$ cat src/hdl/css_pkg.sv
package css_pkg;
	// register byte offsets
	localparam logic [7:0] CSS_CTRL_OFF = 8'h00;
	localparam logic [7:0] CSS_FRAMES_OFF = 8'h04;
	localparam logic [7:0] CSS_LENGTH_OFF = 8'h08;
	localparam logic [7:0] CSS_STATUS_OFF = 8'h0c;
	localparam logic [7:0] CSS_MASK_OFF = 8'h10;
	localparam logic [7:0] CSS_STATE_OFF = 8'h14;

	// control field positions
	localparam int CSS_CTRL_USER_CLK = 0;
	localparam int CSS_CTRL_SYNC_DONE = 1;
	localparam int CSS_CTRL_DONE_TAP = 4;
	localparam int CSS_CTRL_IO_TAP = 6;
	localparam int CSS_CTRL_GSR_TAP = 8;

	// status and mask bit positions
	localparam int CSS_EV_FRAME_ERR = 0;
	localparam int CSS_EV_STARTED = 1;
	localparam int CSS_EV_FINISHED = 2;
	localparam int CSS_EV_MEM_FULL = 3;
	localparam int CSS_EV_W = 4;

	// widths and sizes
	localparam int CSS_CNT_W = 24;
	localparam int CSS_FRM_W = 16;
	localparam int CSS_STAGES = 5;
	localparam int CSS_FRAME_BITS = 16;
	localparam int CSS_ERR_FIELD_W = 4;

	// values after reset: done first, I/O one step later, set/reset last
	localparam logic [31:0] CSS_CTRL_RST = 32'h0000_0390;
	localparam logic [CSS_FRM_W-1:0] CSS_FRAMES_RST = 16'h0001;
	localparam logic [CSS_CNT_W-1:0] CSS_LENGTH_RST = 24'h00_0020;
	localparam logic [CSS_EV_W-1:0] CSS_MASK_RST = 4'h0;
	localparam logic [CSS_ERR_FIELD_W-1:0] CSS_FRAME_CHECK = 4'h6;
endpackage

$ cat src/hdl/css_frame_if.sv
`timescale 1ns/1ns
// carries serial configuration bits to the frame checker and its verdicts back
interface css_frame_if;
	logic bit_valid;
	logic bit_data;
	logic frame_done;
	logic frame_err;
	modport checker_end (input bit_valid, input bit_data, output frame_done, output frame_err);
	modport seq_end (output bit_valid, output bit_data, input frame_done, input frame_err);
endinterface

$ cat src/hdl/css_top.sv
// The register addresses and the address-and-strobe port were left to the implementer.
`timescale 1ns/1ns
// Operation
// - frame error halts loading, init pulled low
// - after own frames, pass data downstream
// - start when memory full and count matches
// - next edge after match sets stage zero
// - taps drive done, I/O, set/reset release
// - three events placeable in any order
// - default: done, then I/O, then set/reset
// - later stages on config or user clock
// - config clock mode: stages 0-3 time events
// - user mode: stage one synchronises, shifts taps
// - sync option: done level feeds stage three
// - held-low done pin stalls start-up progress
// - chained devices match on same clock edge
// - set/reset holds flip-flops at initial state
// - last stage is the finish point, enables readback
module css_top #(
	parameter int FRAME_BITS = css_pkg::CSS_FRAME_BITS
) (
	input wire logic ref_clk, // 250 MHz system clock
	input wire logic rst_n, // async reset, active low
	input wire logic [7:0] reg_addr, // register byte address
	input wire logic [31:0] reg_wdata, // register write data
	input wire logic reg_wr, // write strobe
	input wire logic reg_rd, // read strobe
	output logic [31:0] reg_rdata, // read data, cycle after strobe
	output logic irq, // level interrupt
	input wire logic config_clock, // configuration clock, sampled
	input wire logic user_startup_clock, // user start-up clock, sampled
	input wire logic cfg_data_in, // serial configuration data
	output logic daisy_out, // data to next chained device
	input wire logic init_in, // init status pin level
	output logic init_out, // init status pin drive value
	output logic init_oe_n, // init drive enable, low drives
	input wire logic done_in, // completion pin level (wire-AND)
	output logic done_out, // completion pin drive value
	output logic done_oe_n, // completion drive enable, low drives
	output logic io_active, // user I/O enabled
	output logic global_set_reset_net, // global set/reset, high holds
	output logic readback_en // finish point reached
);

	typedef struct packed {
		logic config_clock_prev;
		logic uclk_prev;
		logic [31:0] ctrl;
		logic [css_pkg::CSS_FRM_W-1:0] frame_total;
		logic [css_pkg::CSS_CNT_W-1:0] length_count;
		logic [css_pkg::CSS_EV_W-1:0] status;
		logic [css_pkg::CSS_EV_W-1:0] mask;
		logic [css_pkg::CSS_FRM_W-1:0] frames_loaded;
		logic [css_pkg::CSS_CNT_W-1:0] clk_count;
		logic err_seen;
		logic mem_full;
		logic [css_pkg::CSS_STAGES-1:0] stage;
		logic daisy;
		logic init_oe_n;
		logic done_oe_n;
		logic io_on;
		logic gsr;
		logic rb_en;
		logic irq;
		logic [31:0] rdata;
	} css_state_t;

	css_state_t s;
	css_state_t next_s;
	css_frame_if fr ();

	logic config_clock_rise;
	logic uclk_rise;
	logic user_sel;
	logic sync_done;
	logic step;
	logic late_step;
	logic match;
	logic [2:0] done_idx;
	logic [2:0] io_idx;
	logic [2:0] gsr_idx;
	logic [css_pkg::CSS_EV_W-1:0] ev;
	logic [css_pkg::CSS_EV_W-1:0] clr;

	css_frame_check #(
		.FRAME_BITS(FRAME_BITS)
	) u_check (
		.ref_clk(ref_clk),
		.rst_n(rst_n),
		.fr(fr.checker_end)
	);

	// map a two-bit tap choice to a stage; user mode moves every tap one stage later
	function automatic logic [2:0] tap_stage(input logic [1:0] sel, input logic user);
		tap_stage = {1'b0, sel} + {2'b00, user};
	endfunction

	// edge detect on the sampled clocks and decode of the option bits
	always_comb begin
		config_clock_rise = config_clock & ~s.config_clock_prev;
		uclk_rise = user_startup_clock & ~s.uclk_prev;
		user_sel = s.ctrl[css_pkg::CSS_CTRL_USER_CLK];
		sync_done = s.ctrl[css_pkg::CSS_CTRL_SYNC_DONE];
		step = user_sel ? uclk_rise : config_clock_rise;
		// with the sync option a low done level freezes the tail of the register
		late_step = step && (!sync_done || done_in);
		done_idx = tap_stage(s.ctrl[css_pkg::CSS_CTRL_DONE_TAP +: 2], user_sel);
		io_idx = tap_stage(s.ctrl[css_pkg::CSS_CTRL_IO_TAP +: 2], user_sel);
		gsr_idx = tap_stage(s.ctrl[css_pkg::CSS_CTRL_GSR_TAP +: 2], user_sel);
		// every chained device counts the same clocks, so all match on one edge
		match = s.mem_full && !s.err_seen && (s.clk_count == s.length_count);
	end

	// frame bits are fed only while loading is live; an error stops the feed for good
	assign fr.bit_valid = config_clock_rise && init_in && !s.mem_full && !s.err_seen;
	assign fr.bit_data = cfg_data_in;

	// write-one-to-clear decode for the status register
	always_comb begin
		clr = '0;
		if (reg_wr && reg_addr == css_pkg::CSS_STATUS_OFF) begin
			clr = reg_wdata[css_pkg::CSS_EV_W-1:0];
		end
	end

	// next state of the whole block
	always_comb begin
		next_s = s;
		next_s.config_clock_prev = config_clock;
		next_s.uclk_prev = user_startup_clock;

		// frame bookkeeping
		if (fr.frame_err) begin
			next_s.err_seen = 1'b1;
		end else if (fr.frame_done) begin
			next_s.frames_loaded = s.frames_loaded + 16'h0001;
			if (s.frames_loaded + 16'h0001 >= s.frame_total) begin
				next_s.mem_full = 1'b1;
			end
		end

		// once full, surplus data goes straight down the chain
		if (s.mem_full && config_clock_rise) begin
			next_s.daisy = cfg_data_in;
		end

		// clocks counted from the rise of init; a low init restarts the count
		if (!init_in) begin
			next_s.clk_count = '0;
		end else if (config_clock_rise && !s.stage[0]) begin
			next_s.clk_count = s.clk_count + 24'h00_0001;
		end

		// first stage on the config clock edge after the match
		if (match && config_clock_rise) begin
			next_s.stage[0] = 1'b1;
		end
		// in user mode stage one is the crossing point between the two clocks
		if (step) begin
			next_s.stage[1] = s.stage[0];
			next_s.stage[2] = s.stage[1];
		end
		// stage three sees the wire-ANDed done level when the sync option is on
		if (late_step) begin
			next_s.stage[3] = s.stage[2] && (!sync_done || done_in);
			next_s.stage[4] = s.stage[3];
		end

		// event taps; until stage zero every tap reads low
		next_s.done_oe_n = next_s.stage[done_idx];
		next_s.io_on = next_s.stage[io_idx];
		next_s.gsr = !next_s.stage[gsr_idx];
		next_s.rb_en = next_s.stage[css_pkg::CSS_STAGES-1];
		next_s.init_oe_n = !next_s.err_seen;

		// register writes
		if (reg_wr) begin
			unique case (reg_addr)
				css_pkg::CSS_CTRL_OFF: next_s.ctrl = reg_wdata;
				css_pkg::CSS_FRAMES_OFF: next_s.frame_total = reg_wdata[css_pkg::CSS_FRM_W-1:0];
				css_pkg::CSS_LENGTH_OFF: next_s.length_count = reg_wdata[css_pkg::CSS_CNT_W-1:0];
				css_pkg::CSS_MASK_OFF: next_s.mask = reg_wdata[css_pkg::CSS_EV_W-1:0];
				default: ;
			endcase
		end

		// sticky events; a new event beats a clear in the same cycle
		ev = '0;
		ev[css_pkg::CSS_EV_FRAME_ERR] = fr.frame_err;
		ev[css_pkg::CSS_EV_STARTED] = next_s.stage[0] && !s.stage[0];
		ev[css_pkg::CSS_EV_FINISHED] = next_s.rb_en && !s.rb_en;
		ev[css_pkg::CSS_EV_MEM_FULL] = next_s.mem_full && !s.mem_full;
		next_s.status = (s.status & ~clr) | ev;
		next_s.irq = |(next_s.status & next_s.mask);

		// read data stand for one cycle only; unmapped reads return zero
		next_s.rdata = 32'h0000_0000;
		if (reg_rd) begin
			unique case (reg_addr)
				css_pkg::CSS_CTRL_OFF: next_s.rdata = s.ctrl;
				css_pkg::CSS_FRAMES_OFF: next_s.rdata = 32'(s.frame_total);
				css_pkg::CSS_LENGTH_OFF: next_s.rdata = 32'(s.length_count);
				css_pkg::CSS_STATUS_OFF: next_s.rdata = 32'(s.status);
				css_pkg::CSS_MASK_OFF: next_s.rdata = 32'(s.mask);
				css_pkg::CSS_STATE_OFF: next_s.rdata = {s.clk_count, s.err_seen, s.mem_full,
					1'b0, s.stage};
				default: next_s.rdata = 32'h0000_0000;
			endcase
		end
	end

	// the single state register; reset drives done low, leaves init released, I/O off and set/reset on
	always_ff @(posedge ref_clk or negedge rst_n) begin
		if (!rst_n) begin
			s <= '0;
			s.ctrl <= css_pkg::CSS_CTRL_RST;
			s.frame_total <= css_pkg::CSS_FRAMES_RST;
			s.length_count <= css_pkg::CSS_LENGTH_RST;
			s.mask <= css_pkg::CSS_MASK_RST;
			s.daisy <= 1'b1;
			s.init_oe_n <= 1'b1;
			s.gsr <= 1'b1;
		end else begin
			s <= next_s;
		end
	end

	// open-drain pins only ever pull low, so the drive value is a constant
	assign init_out = 1'b0;
	assign done_out = 1'b0;
	assign reg_rdata = s.rdata;
	assign irq = s.irq;
	assign daisy_out = s.daisy;
	assign init_oe_n = s.init_oe_n;
	assign done_oe_n = s.done_oe_n;
	assign io_active = s.io_on;
	assign global_set_reset_net = s.gsr;
	assign readback_en = s.rb_en;
endmodule // css_top

$ cat src/hdl/css_frame_check.sv
`timescale 1ns/1ns
module css_frame_check #(
	parameter int FRAME_BITS = css_pkg::CSS_FRAME_BITS
) (
	input wire logic ref_clk, // system clock
	input wire logic rst_n, // async reset, active low
	css_frame_if.checker_end fr // bit stream in, verdicts out
);
	typedef struct packed {
		logic [15:0] bit_cnt;
		logic [css_pkg::CSS_ERR_FIELD_W-1:0] field;
		logic done;
		logic err;
	} css_chk_t;

	localparam logic [15:0] LAST_BIT = 16'(FRAME_BITS + css_pkg::CSS_ERR_FIELD_W - 1);

	css_chk_t s;
	css_chk_t next_s;
	logic [css_pkg::CSS_ERR_FIELD_W-1:0] next_field;

	// each frame is data bits then the error field; verdict pulses after its last bit
	always_comb begin
		next_s = s;
		next_s.done = 1'b0;
		next_s.err = 1'b0;
		next_field = {s.field[css_pkg::CSS_ERR_FIELD_W-2:0], fr.bit_data};
		if (fr.bit_valid) begin
			next_s.field = next_field;
			if (s.bit_cnt == LAST_BIT) begin
				next_s.bit_cnt = 16'h0000;
				next_s.done = 1'b1;
				next_s.err = (next_field != css_pkg::CSS_FRAME_CHECK);
			end else begin
				next_s.bit_cnt = s.bit_cnt + 16'h0001;
			end
		end
	end

	always_ff @(posedge ref_clk or negedge rst_n) begin
		if (!rst_n) begin
			s <= '0;
		end else begin
			s <= next_s;
		end
	end

	assign fr.frame_done = s.done;
	assign fr.frame_err = s.err;
endmodule // css_frame_check

$ cat config.mk
export PLATFORM = sky130hd
export DESIGN_NAME = css_top
export DESIGN_NICKNAME = d
export VERILOG_FILES = /design/src/hdl/css_pkg.sv /design/src/hdl/css_frame_if.sv /design/src/hdl/css_top.sv /design/src/hdl/css_frame_check.sv
export SDC_FILE = /design/constraint.sdc
export NUM_CORES = 1
export LEC_CHECK = 0
export BUFFER_PORTS_ARGS = -buffer_cell sky130_fd_sc_hd__buf_4
export CAP_MARGIN = 40
export CORE_MARGIN = 2
export CORE_UTILIZATION = 40
export CTS_BUF_LIST = sky130_fd_sc_hd__clkbuf_4
export DETAILED_ROUTE_END_ITERATION = 10
export PLACE_DENSITY_LB_ADDON = 0.05
export SLEW_MARGIN = 10
export SYNTH_ARGS = -nofsm -noshare
export SYNTH_HDL_FRONTEND = slang
export SYNTH_SLANG_ARGS = --single-unit
$ cat constraint.sdc
create_clock -name ref_clk -period 5.65 [get_ports ref_clk]
set_clock_uncertainty 0.2 [all_clocks]
set_input_delay 0.565 -clock ref_clk [delete_from_list [all_inputs] [get_ports ref_clk]]
set_output_delay 0.565 -clock ref_clk [all_outputs]
set_load 0.01 [all_outputs]
==> results.yml <==
clocking:
  max-clock-path-buffers: 2
  path_clk_slew_ps: 150
  cts_root_buf: "clkbuf_4"
  cts_setup_buffers: 0
  clock_latency_ps: 580
  htree_num_levels: 4
  postCtsHoldBufs: 18
  cts_tree: "done"
  cts-resized-gates: 0
  cts_buffers: 17
  clk_sink_count: 188
drt:
  drt_pass1_iterations: 7
  dr_wl_met3_um: 779
  routed_via_density: 5.16
  vias: 6347
  drt_wl_total_um: 22900
  top_signal_layer_used: "met4"
  final_antenna_net_count: 0
  first_iter_violations: 319
  drcViolationCount: 0
  drt-wirelength-per-cell_um: 18.6
  wl_met1_um: 10100
  met2WireLength_um: 11700
worst_setup_path:
  worst-endpoint-required_ps: 5930
  max_stage_delay_ps: 550
  worst_setup_path_end_kind: "flip-flop"
  critPathBufInv: 0
  path_max_fanout: 5
  crit_family: "simple AND/OR/NAND/NOR gates"
  cp_data_arrival_time_ps: 4130
  worstSetupStartpointType: "flip-flop"
  path_class: "reg -> reg"
  critical_path.cell_chain: "ha_1, nand3_1, nor4_1, nand3_1, nor2_1, xor2_1, ha_1, nand4_1, or3_1, a221oi_1, o41a_1, a21boi_0, o221ai_1"
  critical_path.slowest_cell: "nor4_1"
logic_synthesis:
  syn-instance-count: 823
  netlist.top_cell.by_area: "dfrtp_1"
  ys_dominant_reg_cell: "dfrtp_1"
  proportion_of_synthesized_chip_area_in_sequential_cells_pct: 50.5
  netlist_top_cells_area: "dfrtp_1 48%, mux2_2 5.7%, xnor2_1 5.2%"
  yosys_warnings: 0
  synth_cell_types: 61
  synth.cell_area_um2: 9340
  synth-seq-cells: 188
  synth_top_area_share_pct: 48.0
  syn-mean-instance-area_um2: 11.3
  synth-async-reset-ratio_pct: 100
  synth_edf_count: 0
global_routing:
  grtUsageTotal_pct: 19.2
  antenna_found_initial: 1
  grt_start_max_net_pins: 74
  grt_pass1_vias: 6476
  overflow: 0
  global_route_wire_length_before_repair_um: 36200
sta:
  finalWorstPathRequiredPeriod_ps: 3840
  layout_worst_path_cycle_share_pct: 68.0
  slew_headroom_pct: 45.3
  aggregate_negative_setup_slack_ps: 0
  slew_viol_final: 0
  setup_violators_final: 0
  worst-slew-pin-transition_ps: 816
  hold_violations_final: 0
  grt_setup_unrepaired: "false"
  fmax_mhz: 260
pwr:
  power.leakage_nw: 5.10
  power.share.switching_pct: 29.2
  combinational_share_of_power_pct: 14.6
  p_switching_mw: 0.796
  seq_power_share_pct: 57.8
  ir_drop_uv: 148
  cellPowerDensity_nw_per_um2: 255
  intPower_mw: 1.93
  pwr-share-clk_pct: 27.6
floorplanning:
  boundaryPins: 90
  std_cell_rows: 55
  floorplan.initialDensity_pct: 41.0
  fp.dieArea_um2: 24600
  dieWidth_um: 157
  die_h_um: 157
  floorplan.core_area_um2: 22800
hold_path:
  min_path_type: "in -> reg"
placement:
  gp_congestion: 0.814
  post-dp-hpwl_um: 17100
  port_buffers: 87
outcome:
  status: "complete, no violations"
cells_and_area:
  areaGrowthSynthToFinish_pct: 14.2
  fraction_of_final_layout_cells_sized_beyond_drive_strength_1_pct: 24.6
  fin_util_pct: 46.8
  layout.nets: 976
flow_run:
  max_capacitance_violation_count: 0
## per-stage QoR
stage	area [µm²]	hold WS (ps)	total power, mW	worst slack [ps]	cells
final	10700	44.2	2.72	1810	1230
after detailed placement	10100	283	1.98	1820	1171
after floorplan	9340	69.4	1.78	2290	824
after global placement	10100	266	1.97	1930	1168
after global routing	10700	2.69	2.87	1450	1230
after CTS	10600	0.263	2.75	1770	1221
## cell usage in the layout, fill, tap and decap left out, types with 3 or more instances in the layout
cell type      Yosys  layout
inv_1             43      43
xnor2_1           55      55
a21oi_1           20      20
and2_1            21      21
nor3_1            15      15
a211oi_1           3       3
nor4b_1            3       3
nand2b_1           3       3
nand2_1           63      63
dfrtp_1          179     179
a22oi_1            8       8
xor2_1            27      27
a21o_1             7       7
clkbuf_4           0      19
a221oi_1           5       5
a222oi_1          19      19
buf_4             34      93
o21ai_0           10      10
dlygate4sd3_1      0      25
nand3_1           31      31
mux4_2             3       3
dfstp_2            9       9
or3_1              6       6
inv_6              0       4
mux2_2            47      47
nand4_1           17      17
nor4_1             6       6
nor2b_1           10      10
ha_1              25      25
and3_1             7       7
mux2_4            30      30
nand3b_1           4       4
mux2i_1            6       6
a21boi_0           3       3
nor2_1            44      44
and4_1             3       3
## Yosys cell counts (all sizes together), types with 2 or more instances
cell type  instances
dfrtp            179
a22o               2
nor4               6
inv               43
a222oi            19
mux2              77
nand2b             3
buf               45
nor2              45
xnor2             55
o22ai              2
mux4               3
and2              21
xor2              27
a21o               7
mux2i              6
nand2             64
clkbuf            18
nor2b             10
ha                25
a21boi             3
o21ai             10
and4               3
dfstp              9
nor4b              3
a2bb2oi            2
or3                6
nand3             31
o21a               2
nand3b             4
a21oi             20
and3               7
a221oi             5
a22oi              8
nand4             17
a211oi             3
nor3              17
## area by class of cell
type	instances	area, µm²
antenna	2	5.00
sequential	188	4720
clock buffer	19	143
fill	2141	12100
timing repair buffer	122	1030
clock inverter	13	140
multi-input combinational	530	4070
tap	313	392
inverter	43	161
## final timing paths
kind / from / end / slack, ps / cells after the start
max: s[70]$_DFFE_PN0P_ / irq$_DFF_PN0_ / 1810 / 13
min: reg_wdata[5] / s[123]$_DFFE_PN0P_ / 40 / 2
max reg2reg: s[70]$_DFFE_PN0P_ / irq$_DFF_PN0_ / 1810 / 13
min reg2reg: u_check.s[21]$_DFFE_PN0P_ / u_check.s[21]$_DFFE_PN0P_ / 300 / 1
max in group asynchronous: rst_n / s[107]$_DFFE_PN0P_ / 3860 / 3
min in group asynchronous: rst_n / reg_rdata[24]$_DFF_PN0_ / 290 / 2
## routing by layer
layer | vias up | GRT usage (%)
met2 | 112 | 33.3
li1 | 3018 | -
met3 | 16 | 3.74
met5 | - | 0
met4 | 0 | 4.46
met1 | 3201 | 24.8
## power by group through the flow
stage / Sequential [mW] / Clock, mW / Combinational (mW)
2_1_floorplan: 1.56 / 0 / 0.217
3_3_place_gp: 1.60 / 0 / 0.376
3_5_place_dp: 1.60 / 0 / 0.387
4_1_cts: 1.57 / 0.779 / 0.399
5_1_grt: 1.59 / 0.838 / 0.441
6_report: 1.57 / 0.752 / 0.398
## registers in the layout, indices dropped and copies added (netlist names)
| name | count |
|---|---|
| s | 128 |
| reg_rdata | 32 |
| u_check.s | 16 |
| u_check.next_field | 3 |
| daisy_out | 1 |
| done_oe_n | 1 |
| global_set_reset_net | 1 |
| init_oe_n | 1 |
| io_active | 1 |
| irq | 1 |
| readback_en | 1 |
| u_check.fr.frame_done | 1 |
| u_check.fr.frame_err | 1 |
## logic make-up after synthesis
| family | share of synthesized area (%) |
|---|---|
| buffers and inverters | 5.92 |
| AO/OA/AOI/OAI | 7.41 |
| AND/OR/NAND/NOR | 13.2 |
| other | 0.0402 |
| multiplexers | 11.9 |
| adder cells (fa/ha/maj) | 3.35 |
| flip-flops | 50.5 |
| XOR/XNOR | 7.69 |
Note: power is estimated with default switching activity, not from simulation.
